===== src/core/io_cell_pkg.sv =====
// Constants shared by the configurable pad cell and its clock-edge selector.
// Assumes one system clock; all strobes and pad levels are sampled on it.
package io_cell_pkg;

  // Width of every single-bit path through the cell
  localparam int unsigned BIT_W          = 1;

  // Values held by the output and synchroniser flops while the system reset is high
  localparam logic        PAD_OUT_RST    = 1'h0;  // Pad drive value during reset
  localparam logic        PAD_OE_RST     = 1'h0;  // Driver released during reset
  localparam logic        PATH_RST       = 1'h0;  // Input-path outputs during reset
  localparam logic        SYNC_RST       = 1'h0;  // Synchroniser stages during reset

  // Configuration encodings for the two input-path selectors
  localparam logic        SEL_DIRECT     = 1'h0;  // Present the synchronised pad level, bypassing the input flop
  localparam logic        SEL_REGISTERED = 1'h1;  // Present the input flop

  // Configuration encodings for the output-path selector
  localparam logic        OUT_COMB       = 1'h0;  // Pad follows the logic value
  localparam logic        OUT_FLOP       = 1'h1;  // Pad follows the output flop

endpackage


===== src/core/io_cell.sv =====
// Configurable pad cell: input path with direct and registered copies of
// the pad, output path with optional inversion and register, and a
// tristate enable of selectable polarity.
// Assumes pad, register clocks and the global set/reset net come from
// outside the clk domain; logic data and tristate control are on clk.
`timescale 1ns/100ps
`default_nettype none

module io_cell
  import io_cell_pkg::*;
(
  input  wire logic clk,              // System clock, 250 MHz
  input  wire logic srst,             // Synchronous reset, active high
  input  wire logic ce,               // Clock enable, freezes all state when low
  input  wire logic pad_in,           // Level seen at the pad
  output logic      pad_out,          // Value driven onto the pad
  output logic      pad_oe,           // High while the cell drives the pad
  output logic      input_path_a,     // First input path to internal logic
  output logic      input_path_b,     // Second input path to internal logic
  input  wire logic out_data,         // Value from internal logic for the pad
  input  wire logic tristate_ctrl,    // Tristate control from internal logic
  input  wire logic in_reg_clk,       // Clock of the input flop
  input  wire logic out_reg_clk,      // Clock of the output flop
  input  wire logic global_sr,        // Global set/reset net, active high
  input  wire logic cfg_a_sel,        // Path A source: direct or registered
  input  wire logic cfg_b_sel,        // Path B source: direct or registered
  input  wire logic cfg_out_invert,   // Drive the complement of out_data
  input  wire logic cfg_out_sel,      // Pad from logic or from output flop
  input  wire logic cfg_ts_invert,    // Tristate control is active low
  input  wire logic cfg_in_clk_inv,   // Input flop captures on falling edge
  input  wire logic cfg_out_clk_inv,  // Output flop captures on falling edge
  input  wire logic cfg_in_init,      // Initial value of the input flop
  input  wire logic cfg_out_init      // Initial value of the output flop
);
  import io_cell_pkg::*;

  // Pad synchroniser
  logic pad_s1_r;        // First stage, read only by the second
  logic pad_s2_r;        // Synchronised pad level
  logic pad_s1_nxt;
  logic pad_s2_nxt;

  // Global set/reset synchroniser
  logic gsr_s1_r;        // First stage, read only by the second
  logic gsr_s2_r;        // Synchronised set/reset level
  logic gsr_s1_nxt;
  logic gsr_s2_nxt;

  // Cell storage
  logic in_reg_r;        // Input flop
  logic out_reg_r;       // Output flop
  logic in_reg_nxt;
  logic out_reg_nxt;

  // Registered outputs
  logic path_a_r;
  logic path_b_r;
  logic pad_out_r;
  logic pad_oe_r;
  logic path_a_nxt;
  logic path_b_nxt;
  logic pad_out_nxt;
  logic pad_oe_nxt;

  // Derived values
  logic in_edge;         // Capture strobe for the input flop
  logic out_edge;        // Capture strobe for the output flop
  logic out_value;       // Logic value after optional inversion
  logic ts_active;       // Tristate control after polarity choice

  // Picks the direct or registered copy for an input path
  function automatic logic path_pick(input logic sel, input logic direct,
                                     input logic stored);
    path_pick = (sel == SEL_REGISTERED) ? stored : direct;
  endfunction

  // Separate clock strobe for the input flop
  clock_edge_select u_in_edge (
    .clk        (clk),
    .srst       (srst),
    .ce         (ce),
    .clk_in     (in_reg_clk),
    .invert     (cfg_in_clk_inv),
    .edge_pulse (in_edge)
  );

  // Separate clock strobe for the output flop
  clock_edge_select u_out_edge (
    .clk        (clk),
    .srst       (srst),
    .ce         (ce),
    .clk_in     (out_reg_clk),
    .invert     (cfg_out_clk_inv),
    .edge_pulse (out_edge)
  );

  // Optional inversion of the outgoing value
  assign out_value = out_data ^ cfg_out_invert;
  // Tristate control polarity
  assign ts_active = tristate_ctrl ^ cfg_ts_invert;

  // Next-state for the synchronisers
  always_comb begin
    pad_s1_nxt = pad_s1_r;
    pad_s2_nxt = pad_s2_r;
    gsr_s1_nxt = gsr_s1_r;
    gsr_s2_nxt = gsr_s2_r;
    if (srst) begin
      pad_s1_nxt = SYNC_RST;
      pad_s2_nxt = SYNC_RST;
      gsr_s1_nxt = SYNC_RST;
      gsr_s2_nxt = SYNC_RST;
    end else if (ce) begin
      pad_s1_nxt = pad_in;
      pad_s2_nxt = pad_s1_r;
      gsr_s1_nxt = global_sr;
      gsr_s2_nxt = gsr_s1_r;
    end
  end

  // Synchroniser registers
  always_ff @(posedge clk) begin
    pad_s1_r <= pad_s1_nxt;
    pad_s2_r <= pad_s2_nxt;
    gsr_s1_r <= gsr_s1_nxt;
    gsr_s2_r <= gsr_s2_nxt;
  end

  // Next-state for the two cell flops
  always_comb begin
    in_reg_nxt  = in_reg_r;
    out_reg_nxt = out_reg_r;
    if (srst) begin
      // Reset loads the configured initial state
      in_reg_nxt  = cfg_in_init;
      out_reg_nxt = cfg_out_init;
    end else if (ce) begin
      if (gsr_s2_r) begin
        // Set/reset wins over any capture strobe
        in_reg_nxt  = cfg_in_init;
        out_reg_nxt = cfg_out_init;
      end else begin
        // Each flop captures on its own strobe only
        if (in_edge) begin
          in_reg_nxt = pad_s2_r;
        end
        if (out_edge) begin
          out_reg_nxt = out_value;
        end
      end
    end
  end

  // Cell flop registers
  always_ff @(posedge clk) begin
    in_reg_r  <= in_reg_nxt;
    out_reg_r <= out_reg_nxt;
  end

  // Next-state for the registered outputs
  always_comb begin
    path_a_nxt  = path_a_r;
    path_b_nxt  = path_b_r;
    pad_out_nxt = pad_out_r;
    pad_oe_nxt  = pad_oe_r;
    if (srst) begin
      path_a_nxt  = PATH_RST;
      path_b_nxt  = PATH_RST;
      pad_out_nxt = PAD_OUT_RST;
      pad_oe_nxt  = PAD_OE_RST;
    end else if (ce) begin
      // Each input path selects independently
      path_a_nxt  = path_pick(cfg_a_sel, pad_s2_r, in_reg_r);
      path_b_nxt  = path_pick(cfg_b_sel, pad_s2_r, in_reg_r);
      // Pad driven from logic or from the output flop
      pad_out_nxt = (cfg_out_sel == OUT_FLOP) ? out_reg_r : out_value;
      // Active tristate control releases the driver
      pad_oe_nxt  = ~ts_active;
    end
  end

  // Output registers
  always_ff @(posedge clk) begin
    path_a_r  <= path_a_nxt;
    path_b_r  <= path_b_nxt;
    pad_out_r <= pad_out_nxt;
    pad_oe_r  <= pad_oe_nxt;
  end

  // Data outputs come from flops
  assign input_path_a = path_a_r;
  assign input_path_b = path_b_r;
  assign pad_out      = pad_out_r;
  assign pad_oe       = pad_oe_r;

  // Set/reset forces the input flop to its initial value
  a_gsr_in_init: assert property (@(posedge clk) disable iff (srst)
    (gsr_s2_r && ce) |=> (in_reg_r == $past(cfg_in_init)))
    else $error("input flop not forced by set/reset");

  // Set/reset forces the output flop to its initial value
  a_gsr_out_init: assert property (@(posedge clk) disable iff (srst)
    (gsr_s2_r && ce) |=> (out_reg_r == $past(cfg_out_init)))
    else $error("output flop not forced by set/reset");

  // Input flop takes the pad level on its strobe
  a_in_capture: assert property (@(posedge clk) disable iff (srst)
    (in_edge && !gsr_s2_r && ce) |=> (in_reg_r == $past(pad_s2_r)))
    else $error("input flop missed its capture");

  // Input flop holds between strobes
  a_in_hold: assert property (@(posedge clk) disable iff (srst)
    (!in_edge && !gsr_s2_r && ce) |=> $stable(in_reg_r))
    else $error("input flop changed without a strobe");

  // Output flop takes the possibly inverted value on its strobe
  a_out_capture: assert property (@(posedge clk) disable iff (srst)
    (out_edge && !gsr_s2_r && ce) |=> (out_reg_r == $past(out_data ^ cfg_out_invert)))
    else $error("output flop captured a wrong value");

  // Path A shows the selected source one cycle later
  a_path_a_sel: assert property (@(posedge clk) disable iff (srst)
    ce |=> (input_path_a == ($past(cfg_a_sel) ? $past(in_reg_r) : $past(pad_s2_r))))
    else $error("path A shows the wrong source");

  // Path B shows the selected source one cycle later
  a_path_b_sel: assert property (@(posedge clk) disable iff (srst)
    ce |=> (input_path_b == ($past(cfg_b_sel) ? $past(in_reg_r) : $past(pad_s2_r))))
    else $error("path B shows the wrong source");

  // Pad value follows the selected output route
  a_pad_route: assert property (@(posedge clk) disable iff (srst)
    ce |=> (pad_out == ($past(cfg_out_sel) ? $past(out_reg_r) : $past(out_value))))
    else $error("pad value from the wrong route");

  // Driver released exactly while the corrected control is active
  a_tristate_pol: assert property (@(posedge clk) disable iff (srst)
    ce |=> (pad_oe == !$past(tristate_ctrl ^ cfg_ts_invert)))
    else $error("pad enable disagrees with tristate control");

endmodule

`default_nettype wire


===== src/core/clock_edge_select.sv =====
// Clock-edge selector: brings a slow register clock into the system clock
// domain and emits a one-cycle capture strobe on the chosen edge.
// Assumes the incoming clock is far slower than clk and is unrelated to it.
`timescale 1ns/100ps
`default_nettype none

module clock_edge_select
  import io_cell_pkg::*;
(
  input  wire logic clk,        // System clock
  input  wire logic srst,       // Synchronous reset, active high
  input  wire logic ce,         // Clock enable, freezes all state when low
  input  wire logic clk_in,     // Register clock from outside this domain
  input  wire logic invert,     // High selects the falling edge
  output logic      edge_pulse  // One-cycle strobe on the selected edge
);
  import io_cell_pkg::*;

  logic s1_r;       // First synchroniser stage
  logic s2_r;       // Second synchroniser stage
  logic prev_r;     // Previous polarity-corrected level
  logic s1_nxt;     // Next first stage
  logic s2_nxt;     // Next second stage
  logic prev_nxt;   // Next history bit
  logic level;      // Synchronised clock after polarity choice

  // Polarity is assumed static; flipping it in operation can fake an edge
  assign level      = s2_r ^ invert;
  // Strobe on a rising edge of the corrected level
  assign edge_pulse = level & ~prev_r;

  // Next-state for the synchroniser and edge history
  always_comb begin
    s1_nxt   = s1_r;
    s2_nxt   = s2_r;
    prev_nxt = prev_r;
    if (srst) begin
      s1_nxt   = SYNC_RST;
      s2_nxt   = SYNC_RST;
      prev_nxt = SYNC_RST ^ invert;
    end else if (ce) begin
      s1_nxt   = clk_in;
      s2_nxt   = s1_r;
      prev_nxt = level;
    end
  end

  // Registers only
  always_ff @(posedge clk) begin
    s1_r   <= s1_nxt;
    s2_r   <= s2_nxt;
    prev_r <= prev_nxt;
  end

  // A strobe never lasts two enabled cycles
  a_edge_single: assert property (@(posedge clk) disable iff (srst)
    (edge_pulse && ce) |=> !edge_pulse)
    else $error("capture strobe held longer than one cycle");

endmodule

`default_nettype wire


===== config.mk =====
export PLATFORM = sky130hd
export DESIGN_NAME = io_cell
export DESIGN_NICKNAME = d
export VERILOG_FILES = /design/src/core/io_cell_pkg.sv /design/src/core/io_cell.sv /design/src/core/clock_edge_select.sv
export SDC_FILE = /design/constraint.sdc
export NUM_CORES = 1
export LEC_CHECK = 0
export BUFFER_PORTS_ARGS = -buffer_cell sky130_fd_sc_hd__clkbuf_2
export CAP_MARGIN = 25
export CORE_MARGIN = 2
export CORE_UTILIZATION = 48
export CTS_BUF_LIST = sky130_fd_sc_hd__clkbuf_16
export CTS_CLUSTER_DIAMETER = 100
export DETAILED_ROUTE_END_ITERATION = 7
export GPL_TIMING_DRIVEN = 0
export HOLD_SLACK_MARGIN = 0.12
export PLACE_DENSITY = 0.75
export SYNTH_ARGS = -nofsm -noshare
export SYNTH_HDL_FRONTEND = slang
export SYNTH_HIERARCHICAL = 1
export SYNTH_SLANG_ARGS = --single-unit

===== constraint.sdc =====
create_clock -name clk -period 1.3 [get_ports clk]
set_clock_uncertainty 0.05 [all_clocks]
set_input_delay 0.065 -clock clk [delete_from_list [all_inputs] [get_ports clk]]
set_output_delay 0.065 -clock clk [all_outputs]
set_load 0.05 [all_outputs]

# ---- Word level (Yosys, flattened, before mapping)
# Cells that the tools add are included.
dict set report word_totals {
  register_bits 16
  input_bits 18
  out_inout_bits 4
  word_cells 45
}
dict set report op_classes {
  mux 15
  n_bitwise 9
  n_reduce_logical 5
}
# operator n
set op_table {}
lappend op_table {{$mux 1} 15}
lappend op_table {{$reduce_bool 3->1} 2}
lappend op_table {{$reduce_and 2->1} 2}
lappend op_table {{$xor 1x1->1} 4}
lappend op_table {{$not 1->1} 3}
lappend op_table {{$and 1x1->1} 2}
lappend op_table {{$reduce_bool 2->1} 1}

# ---- Logic depth before layout (Yosys ltp)
dict set report depth {
  word_depth 6
  depth_mapped 4
  ltp_nobuf 4
}

# ---- By module
# Netlist, hierarchy kept.
# module instances cells_each area_each_um2 seq_area_each_um2
set modules_own_cells {}
lappend modules_own_cells {io_cell 1 42 464.2 220.2}
lappend modules_own_cells {clock_edge_select 2 12 131.4 70.1}

# ---- Worst setup path before layout
# Ideal clock, no wire load.
dict set report synth_path {
  path_type {reg-to-reg}
  startpoint {reg pad_out (netlist name)}
  endpoint {reg pad_out_r (netlist: pad_out)}
  setup_time_ns 0.095
  t_arrival_ns 1.048
  required_ns 1.155
  slack_ns 0.106
  path_stages_with_launch 3
  n_path_buf 0
  period_less_slack_ns 1.194
  cell_sequence {dfxtp_1 > or3b_1 > o311ai_1}
}
# item line
set synth_rtl {}
lappend synth_rtl {{end signal, assigned} io_cell.sv:186} ;# pad_out_r <= pad_out_nxt;
lappend synth_rtl {{end, declared} io_cell.sv:58} ;# logic pad_out_r;

# ---- Worst setup path in the final report
dict set report layout_path {
  startpoint {in cfg_in_clk_inv}
  endpoint {reg in_reg_r (enable)}
}
dict set report layout_via {
  elab_chain_cells 4
}
# item line
set layout_rtl {}
lappend layout_rtl {{start, declared} io_cell.sv:30} ;# input wire logic cfg_in_clk_inv,
lappend layout_rtl {{$xor 1x1->1} clock_edge_select.sv:28} ;# assign level = s2_r ^ invert;
lappend layout_rtl {{$and 1x1->1} clock_edge_select.sv:30} ;# assign edge_pulse = level & ~prev_r;
lappend layout_rtl {{net in_edge} io_cell.sv:66} ;# logic in_edge;
lappend layout_rtl {{$reduce_bool 3->1 (no source line)} -}
lappend layout_rtl {{$reduce_and 2->1 (no source line)} -}
lappend layout_rtl {{end signal, assigned} io_cell.sv:156} ;# in_reg_r <= in_reg_nxt;
lappend layout_rtl {{end, declared} io_cell.sv:50} ;# logic in_reg_r;
# The timed path passes the listed nets, and every way through them passes these cells.
# A chain may end at the register's enable or synchronous reset.

==> results.md <==
- The flow ran to the end, and the final reports show no timing, DRC or antenna violations.
- The core box area is 0.00145 mm².
- The number of setup buffers added after CTS is 0.
- The classification of the worst-slack hold path is in2reg.
- The multi-input combinational cells in the finished layout cover a total of 350 µm².
- By count the netlist is led by sky130_fd_sc_hd__dfxtp_1 (12), sky130_fd_sc_hd__nor2_1 (11), sky130_fd_sc_hd__mux2i_1 (10).
- The kind of capture point of the worst setup path is a flip-flop.
- Setup total negative slack on the finished layout was measured at 0 ns.
- The fraction of synthesis flops using an asynchronous set or reset pin is 0.
- In the final routing, the length of wire on met1 measures 604 µm.
- The number of antenna violations at the first check in global routing is 0.
- In this run the power density over the cells is 1290 mW/mm².
- The final-report hold violation count is 0.
- The worst hold path was traced through 3 stages.
- The detailed placer's ending HPWL is 924 µm.
- In this run, synthesis produced a sequential element count of 16.
- The count of fill cells added during filler insertion is 108.
- The clock tree from TritonCTS is yes.
- In the finished design, the share of the clock period the worst path needs comes to 0.942.
- The global-route total usage across every layer is 0.185.
- The count of cell types in the netlist is 20.
- The total number of vias is 608.
- The height of the chip is 42.9 µm.
- No sink is reached through more buffers than the 2 on the longest clock path.
- The top metal layer carrying routed signals is met4.
- The worst-case vdd ir drop is 0.906 mV.
- During synthesis, Yosys emitted a total of 6 warnings.
- The mapped cell area is 727 µm².
- Summed over all nets, wire length on met3 after detailed routing comes to 58 µm.
- The sequential element share of the synthesized area is 0.496.
- The global placer's final weighted congestion is 0.647.
- Buffers placed on the I/O ports in this run total 21.
- A synthesized cell averages 11.0 µm².
- The share of layout cells above drive strength 1 is 0.311.
- Before antenna repair, the detailed router went through 4 iterations.
- The die covers 0.00184 mm².
- Among all flip-flop cells after synthesis, the most frequent one is sky130_fd_sc_hd__dfxtp_1.
- For this design the static power due to leakage is 0.458 nW.
- For this run, the top clock speed supported by timing is 817 MHz.
- The post-synthesis cell type with the largest combined area is sky130_fd_sc_hd__dfxtp_1.
- Once detail routing completed, the nets flagged for antenna violations numbered 0.
- The area growth from synthesis to layout is 44.6%.
- The area share of the largest cell type after synthesis is 0.330.
- The layout net count is 122.
- Max-cap violations in this run came to 0.
- The count of antenna diodes in the layout is 0.
- The storage element area is 360 µm².
- At the worst endpoint, the required time is 1.25 ns.
- For the worst setup path, the data arrival time is 1.18 ns.
- The number of nets handed over by synthesis was 84.
- The max-slew violation count came to 0.
- The number of top-level design ports is 22.
- The number of global-route vias before repair is 628.
- The number of rows created at floorplan is 14.
- The first global-routing pass estimated 2500 µm of wire.
- The number of instances in the synthesized netlist is 66.
- The width of the chip is 42.9 µm.
- The slew at the pin closest to its max-slew limit is 0.274 ns.
- After the first detailed-routing iteration, the DRC count stood at 12.
- The CTS clock-pin slew for the worst setup and hold paths is 0.05 ns.
- For this block, the routed nets add up to 1470 µm of wire.
- The final hold slack is 0.170 ns.
- In this run the number of H-tree levels came out at 1.
- Counting flops with a built-in enable in the synthesized netlist gives 4.
- In the post-synthesis netlist, the biggest area contributors are sky130_fd_sc_hd__dfxtp_1 (33%), sky130_fd_sc_hd__edfxtp_1 (17%), sky130_fd_sc_hd__mux2i_1 (14%).
- The via density per instance is 5.11.
- The worst setup path is launched from an input pin.
- The number of clock buffers added by TritonCTS is 3.
- In this run the worst path has a maximum fanout of 2.
- Yosys instantiated no cell more often than sky130_fd_sc_hd__dfxtp_1.
- CTS placed an instance of sky130_fd_sc_hd__clkbuf_16 at the clock tree root.
- The relative slew slack is 0.816.
- The wire length per cell is 12.4 µm.
- Detailed routing placed a total of 789 µm of wire on met2.
- CTS saw 16 sinks.
- The logic depth of the worst register-to-register path is 2.
- For this configuration, the core starts out at a cell density of 0.500.
- Setup repair after global routing left no endpoint under its margin.
- Setup violations remaining at the end of the flow were counted as 0.
- The DRC violation count after routing is 0.
- The clock latency on the worst-skew pair is 0.24 ns.
- The startpoint-to-endpoint class of the critical path is in2reg.
- The maximum number of pins on one net before global-route repair is 12.
- The overflow left after global routing is 0.
- The shortest clock period the worst path allows after layout is 1.22 ns.
## metal layers
| layer | GRT usage | vias to the layer above |
|---|---|---|
| met3 | 0.0468 | 4 |
| met2 | 0.318 | 16 |
| li1 | - | 304 |
| met4 | 0.119 | 0 |
| met5 | 0 | - |
| met1 | 0.198 | 284 |
## stage by stage
step / util / cells / power [mW] / setup WS (ns) / area [µm²]
after floorplan: - / 66 / 0.681 / 0.106 / 727
after detailed placement: 0.586 / 103 / 0.742 / 0.189 / 852
final: 0.723 / 119 / 1.35 / 0.0755 / 1050
after CTS: 0.723 / 119 / 1.36 / 0.0536 / 1050
after global placement: 0.586 / 103 / 0.735 / 0.202 / 852
after global routing: 0.723 / 119 / 1.40 / 0.0143 / 1050
## cells by family (layout without fill, tap and decap cells)
group,count (synthesis),count (layout),share of synthesized area
flops,16,16,0.496
compound gates,8,8,0.0861
xor+xnor,6,6,0.0723
simple gates,23,23,0.170
buf+inv,2,39,0.0224
mux,11,11,0.153
## layout make-up
class                           instances  share of cell area
Sequential cell                        16               0.343
Tap cell                               16              0.0190
Clock buffer                            3              0.0714
Clock inverter                          1             0.00357
Multi-Input combinational cell         48               0.333
Timing Repair Buffer                   33               0.214
Buffer                                  2              0.0155
## worst max-delay path: stages
cell and delay (ns):
sky130_fd_sc_hd__dlygate4sd3_1 0.53, sky130_fd_sc_hd__clkbuf_2 0.13, sky130_fd_sc_hd__xnor2_1 0.17, sky130_fd_sc_hd__nor2_1 0.07
sky130_fd_sc_hd__o21ai_0 0.14, sky130_fd_sc_hd__nand2b_1 0.08
## power breakdown
group          switching [mW]  total (mW)  internal [mW]
registers              0.0176       0.564          0.546
logic                   0.102       0.199         0.0974
clock network           0.183       0.590          0.407
total                   0.302        1.35           1.05
## placed cells by master (no fill, tap or decap), drive strengths merged
| cell type | instances |
|---|---|
| mux2 | 1 |
| nor2 | 13 |
| xor2 | 1 |
| nand2b | 6 |
| buf | 2 |
| or2 | 2 |
| o311ai | 1 |
| edfxtp | 4 |
| o21ai | 3 |
| mux2i | 10 |
| nand4b | 1 |
| o22ai | 1 |
| clkbuf | 24 |
| dfxtp | 12 |
| o31ai | 1 |
| clkinv | 1 |
| or3b | 1 |
| xnor2 | 5 |
| dlygate4sd3 | 12 |
| a211oi | 2 |
## path summary, 6_finish.rpt
check                        startpoint                         to  slack [ns]
setup / recovery         cfg_in_clk_inv         in_reg_r$_DFFE_PP_        0.08
hold / removal                cfg_a_sel  input_path_a$_SDFFE_PP0P_        0.17
setup reg to reg  gsr_s2_r$_SDFFE_PP0P_         in_reg_r$_DFFE_PP_        0.18
hold reg to reg     pad_oe$_SDFFE_PP0P_        pad_oe$_SDFFE_PP0P_        0.43
## what timing repair did
item,CTS,global route
hold endpoints to repair,12,0
hold buffers,12,0
endpoints found under the setup margin,0,1
resized for setup,0,1
No activity file was read; power rests on OpenSTA's default activity.
